==> config.mk <==
export PLATFORM = sky130hd
export DESIGN_NAME = wpg_guard
export DESIGN_NICKNAME = d
export VERILOG_FILES = /design/src/rtl/wpg_pkg.sv /design/src/rtl/wpg_guard.sv
export SDC_FILE = /design/constraint.sdc
export NUM_CORES = 1
export LEC_CHECK = 0
export BUFFER_PORTS_ARGS = -buffer_cell sky130_fd_sc_hd__buf_2
export CAP_MARGIN = 40
export CORE_MARGIN = 2
export CORE_UTILIZATION = 55
export CTS_BUF_LIST = sky130_fd_sc_hd__clkbuf_8
export DETAILED_ROUTE_END_ITERATION = 10
export PLACE_DENSITY = 0.94
export REMOVE_ABC_BUFFERS = 1
export SYNTH_ARGS = -nofsm -noshare
export SYNTH_HDL_FRONTEND = slang
export SYNTH_SLANG_ARGS = --single-unit
==> constraint.sdc <==
create_clock -name sys_clk -period 6.6 [get_ports sys_clk]
set_clock_uncertainty 0.05 [all_clocks]
set_input_delay 0.33 -clock sys_clk [delete_from_list [all_inputs] [get_ports sys_clk]]
set_output_delay 0.33 -clock sys_clk [all_outputs]
set_load 0.01 [all_outputs]
==> src/rtl/wpg_pkg.sv <==
// Package for the write permission guard: timing counts, lock ranges, Wishbone offsets.
// Assumes a 100 MHz system clock.
package wpg_pkg;
	localparam int unsigned CLK_MHZ          = 100;
	localparam int unsigned STOP_IDLE_NS     = 200;
	localparam int unsigned STOP_IDLE_CYC    = (STOP_IDLE_NS * CLK_MHZ + 999) / 1000;
	localparam int unsigned NV_WRITE_MS      = 10;
	localparam int unsigned NV_WRITE_CYC     = NV_WRITE_MS * CLK_MHZ * 1000;
	localparam int unsigned MISMATCH_SCL     = 9;
	localparam logic [7:0]  LOCK_QUARTER_LO  = 8'hC0;
	localparam logic [7:0]  LOCK_HALF_LO     = 8'h80;
	localparam logic [3:0]  OFS_CTRL         = 4'h0;
	localparam logic [3:0]  OFS_STATUS       = 4'h4;
	localparam int unsigned CTRL_LOCK_LO_BIT = 0;
	localparam int unsigned CTRL_LOCK_HI_BIT = 1;
	localparam int unsigned CTRL_WEL_BIT     = 2;
	localparam logic [2:0]  CTRL_RESET       = 3'h0;
	typedef enum logic [2:0] {
		WPG_STANDBY = 3'b001,
		WPG_ACTIVE  = 3'b010,
		WPG_NVWRITE = 3'b100
	} wpg_state_t;
	typedef enum logic [1:0] {
		WPG_TGT_MEM  = 2'h0,
		WPG_TGT_POT  = 2'h1,
		WPG_TGT_CTRL = 2'h2
	} wpg_target_t;
endpackage : wpg_pkg

==> src/rtl/wpg_guard.sv <==
// Write permission guard: decides which writes may proceed and tracks active/standby.
// Assumes bus framing is decoded elsewhere and delivered as one-cycle event pulses.
`timescale 1ns/1ps
// Functional notes
// - Write-protect high refuses every nonvolatile write of any target.
// - Nonvolatile cycle starts only after a correctly framed transfer ends in STOP.
// - Write-protect high: only volatile pot writes pass, and only with both locks clear.
// - Write-protect low, lock set: no pot writes, memory outside lock, control writable.
// - Any START moves the device from standby to active.
// - Address mismatch returns to standby nine serial clocks after START.
// - STOP ending a read returns to standby 200 ns later.
// - STOP launching a permitted nonvolatile write stays active for the full write interval; other writes get 200 ns.
// - A STOP launching a write cycle gets the write interval, not 200 ns.
// - Lock pair 00 none, 01 C0h-FFh, 10 80h-FFh, 11 whole array.
// - No write proceeds without the write enable latch set; no acknowledge then.
// - Writes into a protected memory region are abandoned, array unchanged.
module wpg_guard
	import wpg_pkg::*;
#(
	parameter int unsigned NV_CYC = NV_WRITE_CYC
) (
	// System
	input  wire logic        sys_clk,
	input  wire logic        rst_n,
	// Wishbone slave
	input  wire logic        wb_cyc_i,
	input  wire logic        wb_stb_i,
	input  wire logic        wb_we_i,
	input  wire logic [3:0]  wb_adr_i,
	input  wire logic [3:0]  wb_sel_i,
	input  wire logic [31:0] wb_dat_i,
	output logic      [31:0] wb_dat_o,
	output logic             wb_ack_o,
	// Pins and framing events
	input  wire logic        write_protect,
	input  wire logic        start_evt,
	input  wire logic        stop_evt,
	input  wire logic        scl_rise,
	input  wire logic        addr_mismatch,
	input  wire logic        frame_ok,
	input  wire logic        xfer_is_write,
	input  wire logic        write_nv,
	input  wire logic [1:0]  write_target,
	input  wire logic [7:0]  write_addr,
	// Decisions
	output logic             write_allowed,
	output logic             nv_launch,
	output logic             device_active,
	output logic             nv_busy
);
	// A write interval shorter than the STOP idle time cannot be served
	if (NV_CYC < STOP_IDLE_CYC) begin : g_nv_cyc_check
		$error("NV_CYC must be at least the STOP idle count");
	end

	localparam int CW = $clog2(NV_CYC + 1) + 1;

	logic [2:0]     ctrl_q;
	wpg_state_t     state_q;
	logic [CW-1:0]  cnt_q;
	logic [3:0]     scl_cnt_q;
	logic           ack_q;
	logic           lock_hit;
	logic           perm;
	wire  logic     lock_any = ctrl_q[CTRL_LOCK_HI_BIT] | ctrl_q[CTRL_LOCK_LO_BIT];
	wire  logic     wb_req   = wb_cyc_i & wb_stb_i;

	// Lock region from the pair
	always_comb begin
		case ({ctrl_q[CTRL_LOCK_HI_BIT], ctrl_q[CTRL_LOCK_LO_BIT]})
			2'b01:   lock_hit = write_addr >= LOCK_QUARTER_LO;
			2'b10:   lock_hit = write_addr >= LOCK_HALF_LO;
			2'b11:   lock_hit = 1'b1;
			default: lock_hit = 1'b0;
		endcase
	end

	// Permission table
	always_comb begin
		perm = 1'b0;
		if (write_protect) begin
			perm = !write_nv && write_target == WPG_TGT_POT && !lock_any;
		end else begin
			case (write_target)
				WPG_TGT_POT:  perm = !lock_any;
				WPG_TGT_MEM:  perm = !lock_hit;
				WPG_TGT_CTRL: perm = 1'b1;
				default:      perm = 1'b0;
			endcase
		end
		if (!ctrl_q[CTRL_WEL_BIT]) begin
			perm = 1'b0;
		end
	end

	assign write_allowed = perm;
	// Judged at the launching STOP only
	assign nv_launch = stop_evt && state_q == WPG_ACTIVE && xfer_is_write && write_nv
		&& frame_ok && perm;
	assign device_active = state_q != WPG_STANDBY;
	assign nv_busy       = state_q == WPG_NVWRITE;

	// Activity state
	always_ff @(posedge sys_clk or negedge rst_n) begin
		if (!rst_n) begin
			state_q   <= WPG_STANDBY;
			cnt_q     <= '0;
			scl_cnt_q <= 4'h0;
		end else begin
			case (state_q)
				WPG_STANDBY: begin
					if (start_evt) begin
						state_q   <= WPG_ACTIVE;
						scl_cnt_q <= 4'h0;
						cnt_q     <= '0;
					end
				end
				WPG_ACTIVE: begin
					if (start_evt) begin
						scl_cnt_q <= 4'h0;
						cnt_q     <= '0;
					end else if (nv_launch) begin
						state_q <= WPG_NVWRITE;
						cnt_q   <= CW'(NV_CYC);
					end else if (stop_evt) begin
						cnt_q <= CW'(STOP_IDLE_CYC);
					end else if (cnt_q != '0) begin
						cnt_q <= cnt_q - 1'b1;
						if (cnt_q == CW'(1)) state_q <= WPG_STANDBY;
					end else if (addr_mismatch && scl_rise) begin
						scl_cnt_q <= scl_cnt_q + 4'h1;
						if (scl_cnt_q == 4'(MISMATCH_SCL - 1)) state_q <= WPG_STANDBY;
					end else if (scl_rise && scl_cnt_q < 4'(MISMATCH_SCL)) begin
						scl_cnt_q <= scl_cnt_q + 4'h1;
					end
				end
				WPG_NVWRITE: begin
					cnt_q <= cnt_q - 1'b1;
					if (cnt_q == CW'(1)) state_q <= WPG_STANDBY;
				end
				default: state_q <= WPG_STANDBY;
			endcase
		end
	end

	// Control register over Wishbone
	// Write lands on the acknowledged edge, the only one the master commits to
	always_ff @(posedge sys_clk or negedge rst_n) begin
		if (!rst_n) begin
			ctrl_q <= CTRL_RESET;
		end else if (wb_req && wb_we_i && ack_q && wb_adr_i == OFS_CTRL && wb_sel_i[0]) begin
			ctrl_q <= wb_dat_i[2:0];
		end
	end

	always_ff @(posedge sys_clk or negedge rst_n) begin
		if (!rst_n) begin
			ack_q    <= 1'b0;
			wb_dat_o <= 32'h0000_0000;
		end else begin
			ack_q <= wb_req && !ack_q;
			case (wb_adr_i)
				OFS_CTRL:   wb_dat_o <= {29'h0, ctrl_q};
				OFS_STATUS: wb_dat_o <= {29'h0, nv_busy, device_active, write_allowed};
				default:    wb_dat_o <= 32'h0000_0000;
			endcase
		end
	end
	// Unmapped addresses still ack and read zero, so a stray access never hangs
	assign wb_ack_o = ack_q;

	a_wp_blocks_nv: assert property (@(posedge sys_clk) disable iff (!rst_n)
		write_protect && write_nv |-> !write_allowed)
		else $error("nonvolatile write allowed under write protect");
	a_wp_pot_vol: assert property (@(posedge sys_clk) disable iff (!rst_n)
		write_protect && !write_nv && write_target == WPG_TGT_POT && ctrl_q == 3'h4
		|-> write_allowed)
		else $error("volatile pot write refused with locks clear");
	a_lock_pot_block: assert property (@(posedge sys_clk) disable iff (!rst_n)
		lock_any && write_target == WPG_TGT_POT |-> !write_allowed)
		else $error("pot write allowed while locked");
	a_no_wel_block: assert property (@(posedge sys_clk) disable iff (!rst_n)
		!ctrl_q[CTRL_WEL_BIT] |-> !write_allowed)
		else $error("write allowed without enable latch");
	a_quarter_lock: assert property (@(posedge sys_clk) disable iff (!rst_n)
		ctrl_q[1:0] == 2'b01 && write_target == WPG_TGT_MEM && write_addr < LOCK_QUARTER_LO
		&& ctrl_q[2] && !write_protect |-> write_allowed)
		else $error("quarter lock covers too much");
	a_launch_frame: assert property (@(posedge sys_clk) disable iff (!rst_n)
		nv_launch |-> frame_ok && stop_evt && !write_protect)
		else $error("write cycle launched without good frame");
	a_start_wakes: assert property (@(posedge sys_clk) disable iff (!rst_n)
		state_q == WPG_STANDBY && start_evt |=> device_active)
		else $error("start did not wake device");
	a_nv_holds: assert property (@(posedge sys_clk) disable iff (!rst_n)
		nv_launch |=> nv_busy [*8])
		else $error("write interval ended early");

	// Age of a plain STOP; a counter keeps the standby property short
	localparam int SW = $clog2(STOP_IDLE_CYC + 1);
	logic [SW-1:0]  stop_age_q;

	always_ff @(posedge sys_clk or negedge rst_n) begin
		if (!rst_n) begin
			stop_age_q <= '0;
		end else if (start_evt || nv_launch) begin
			stop_age_q <= '0;
		end else if (state_q == WPG_ACTIVE && stop_evt) begin
			stop_age_q <= SW'(1);
		end else if (stop_age_q != '0 && stop_age_q != SW'(STOP_IDLE_CYC)) begin
			stop_age_q <= stop_age_q + 1'b1;
		end
	end

	a_read_stop_idle: assert property (@(posedge sys_clk) disable iff (!rst_n)
		stop_age_q == SW'(STOP_IDLE_CYC) && !start_evt |=> !device_active)
		else $error("no standby 200 ns after stop");
	a_stop_holds_on: assert property (@(posedge sys_clk) disable iff (!rst_n)
		stop_age_q != '0 && stop_age_q != SW'(STOP_IDLE_CYC) |-> device_active)
		else $error("standby entered before 200 ns after stop");
endmodule : wpg_guard

==> results.md <==
- After clock tree synthesis, the clock-pin slew on the worst setup and hold paths is 70 ps.
- For this run, the top clock speed supported by timing is 0.3852 GHz.
- Counting I/O delays and the setup requirement, the final critical path takes 2596 ps.
- The number of DRC violations after detailed routing is 0.
- Excluding fillers, the count of instances in the completed layout stands at 370.
- Clock tree synthesis inserted a total of 5 buffers.
- The design draws 1.184 mW.
- The leakage power summed over all cells is 1.248 nW.
- The total die area is 5175 µm².
- The fraction of power spent switching nets is 0.4826.
- The row count is 24.
- Counting flops with a built-in enable in the synthesized netlist gives 0.
- The instance count of the mapped netlist is 288.
- The Yosys step of the flow raised 0 warnings.
- The category of the most critical setup path is reg -> reg.
- The tool flagged a number of max-cap violations equal to 0.
- The worst max-slew margin expressed relative to the limit is 0.4856.
- The antenna diode count is 0.
- The first global-routing pass estimated 9487 µm of wire.
- The category of cells accounting for the largest share of critical-path delay is simple AND/OR/NAND/NOR gates.
- The flow ran to the end, and the final reports show no timing, DRC or antenna violations.
- The final worst-path setup slack is 4004 ps.
- The number of buffers and inverters on the critical path is 1.
- The via count of the first global-routing pass is 2083.
- The number of buffers added for setup after CTS is 0.
- The data arrival time of the critical path is 2730 ps.
- The final wirelength is 5671 µm.
- Of the total power, combinational logic draws 0.596.
- The worst path required time is 6740 ps.
- The setup total negative slack is 0 ps.
- The y dimension of the die is 71.94 µm.
- The worst supply voltage drop on vdd is 0.2135 mV.
- For this run the aggregate overflow at the end of global routing stands at 0.
- On the final layout, the worst hold slack is 54.99 ps.
- For this design the total switching power over the nets is 0.5714 mW.
- The post-synthesis register bit count is 35.
- The most frequent standard cell in the layout excluding fill and tap cells is sky130_fd_sc_hd__dfrtp_1.
- The count of pins over their slew limit is 0.
- The congestion estimate from routability-driven global placement came to 0.8712.
- The cell area after layout is 2691 µm².
- The initial utilization of the core area, before any placement, comes to 0.5751.
- The biggest area contributor in the post-synthesis netlist is sky130_fd_sc_hd__dfrtp_1.
- STA classifies the critical path startpoint as a flop.
- The synthesized area divided by synthesized cell count is 8.815 µm².
- The pin count of the biggest net entering global routing is 36.
- The type of the worst min-delay path is in -> async.
- The transition at the pin with the smallest max-transition slack is 771.5 ps.
- The internal portion of the total power is 0.6127 mW.
- The synthesized area is 2539 µm².
- The core region is 4414 µm².
- After detailed placement, the design holds a cell count of 362.
- Relative to the synthesized area, the layout overhead comes to 6.013%.
- Setup repair after global routing left no endpoint under its margin.
- In the routed layout, each cell is associated on average with a via count of 6.222.
- Summed over all nets, the half-perimeter wirelength after detailed placement is 4097 µm.
- The die is 71.94 µm wide.
- The clock net in this run drives a total of 35 sinks.
- The proportion of synthesized flip-flops having asynchronous set or reset is 1.000.
- The final design utilization is 0.6097.
- The number of nets still failing antenna checks after routing is 0.
- The post-CTS resize count is 0.
- The number of top-level design ports is 100.
- The biggest cell delay along the critical path is 520 ps.
- The sequential group share of total power is 0.269.
- In the post-synthesis netlist, the biggest area contributors are sky130_fd_sc_hd__dfrtp_1, sky130_fd_sc_hd__buf_4, sky130_fd_sc_hd__o21ai_0.
- CTS placed an instance of sky130_fd_sc_hd__clkbuf_8 at the clock tree root.
- Walking the worst path, the cells encountered are inv_1 > ha_1 > or3b_1 > nor4_4 > o211a_4 > o31ai_1 > a22o_1.
- Detailed routing inserted a total of 2302 vias.
- The critical-path maximum fanout is 27.
- The total routing resource utilization after global routing is 0.2325.
- The longest clock path from root to sink contains 2 buffers.
- In the finished design, the share of the clock period the worst path needs comes to 0.3934.
- The share of post-route cells with drive strength above 1 is 0.1855.
- The count of buffers added on input and output ports is 32.
- Of the synthesized area, sequential elements account for 0.3455.
- The most used flip-flop cell after synthesis is sky130_fd_sc_hd__dfrtp_1.
- The latest clock arrival within the worst-skew pair is 290 ps.
- The initial antenna violation count is 0.
- The final hold violation count is 0.
- Prior to clock tree synthesis, the placed netlist has a worst setup slack of 4056 ps.
- At the end of the flow, the number of nets in the layout was 384.
- Setup violations remaining at the end of the flow were counted as 0.
- TritonCTS built the clock tree.
- In this run the number of H-tree levels came out at 2.
- The first-pass iteration count of the detailed router is 4.
- The top-area cell type share of the netlist area is 0.3351.
- The number of different library cells used by synthesis comes to 59.
- STA classifies the critical path endpoint as a flop.
- The slowest stage of the critical path is the sky130_fd_sc_hd__or3b_1 cell.
- The power per cell area is 440.0 nW/µm².
- The clock network fraction of design power is 0.135.
- The iteration-0 DRC count of the detailed router is 312.
- Dividing the detail-routed wire length by the instance count gives 15.33 µm.
- In the layout the commonest cells are sky130_fd_sc_hd__dfrtp_1, sky130_fd_sc_hd__buf_2, sky130_fd_sc_hd__conb_1, sky130_fd_sc_hd__o21ai_0, sky130_fd_sc_hd__nor2_1.
- For this design, the CTS-stage hold fixing added 0 buffers.
- The cell area after placement is 2600 µm².
-- Yosys cell counts (all sizes together), types with 2 or more instances --
| cell | count |
|---|---|
| or4 | 8 |
| mux2 | 2 |
| o31ai | 9 |
| nand4 | 2 |
| or3b | 3 |
| ha | 4 |
| inv | 10 |
| or3 | 8 |
| nand2 | 13 |
| and2 | 3 |
| o211ai | 4 |
| a32oi | 2 |
| nand3 | 10 |
| or2 | 3 |
| o211a | 2 |
| a31oi | 8 |
| a211oi | 3 |
| o31a | 2 |
| nor4 | 9 |
| dfrtp | 34 |
| o21ai | 32 |
| buf | 34 |
| mux2i | 4 |
| nand2b | 6 |
| nor2 | 22 |
| nor2b | 4 |
| clkbuf | 4 |
| o21a | 2 |
| nor3 | 7 |
| a21oi | 13 |
-- worst reg2reg max path, delay by kind of cell (launching register included) --
kind / cells / cell delay (ps)
compound gates: 3 / 740
buf+inv: 1 / 100
flops: 1 / 390
simple gates: 2 / 1010
fa+ha+maj: 1 / 210
-- registers in the layout, indices dropped and copies added, names as in the netlist --
name,cells
ctrl_q,3
wb_ack_o,1
scl_cnt_q,4
state_q,3
wb_dat_o,3
cnt_q,21
-- final cells by class --
class	count	area [µm²]
Fill cell	349	1723
Clock buffer	6	82.58
Clock inverter	2	8.758
Inverter	10	37.54
Timing Repair Buffer	32	160.2
Multi-Input combinational cell	233	1460
Sequential cell	35	877.1
Tap cell	52	65.06
-- cell families (layout without fill, tap and decap cells) --
family / Yosys count / after routing / share of synthesized area
simple gates: 107 / 107 / 0.2647
xor+xnor: 1 / 1 / 0.003451
compound gates: 86 / 86 / 0.2198
buf+inv: 48 / 50 / 0.1207
flops: 35 / 35 / 0.3455
fa+ha+maj: 4 / 4 / 0.01971
other cells: 1 / 29 / 0.001477
mux: 6 / 6 / 0.02464
-- power by group through the flow --
| stage | Sequential [mW] | Clock, mW | Combinational [mW] |
|---|---|---|---|
| floorplan | 0.306 | 0 | 0.547 |
| global placement | 0.316 | 0 | 0.669 |
| detailed placement | 0.320 | 0 | 0.686 |
| CTS | 0.316 | 0.162 | 0.691 |
| global route | 0.326 | 0.172 | 0.774 |
| finish | 0.318 | 0.160 | 0.705 |
-- layer usage --
layer	up-vias	GRT usage	part of all wire
li1	1078	-	-
met3	11	0.04861	0.054
met5	-	0	0
met4	0	0.09853	0.015
met2	98	0.3765	0.49
met1	1115	0.3037	0.44
-- final timing paths --
| path | start | endpoint | slack, ps | cells past startpoint |
|---|---|---|---|---|
| min in group sys_clk | wb_dat_i[2] | ctrl_q[2] | 210 | 3 |
| worst min register to register | wb_ack_o | wb_ack_o | 420 | 1 |
| worst min-delay path | rst_n | scl_cnt_q[0] | 50 | 1 |
| max in group asynchronous | rst_n | cnt_q[0] | 5950 | 1 |
| worst max-delay path | cnt_q[0] | cnt_q[7] | 4000 | 7 |
| worst max register to register | cnt_q[0] | cnt_q[7] | 4000 | 7 |
(Power assumes the default switching activity.)
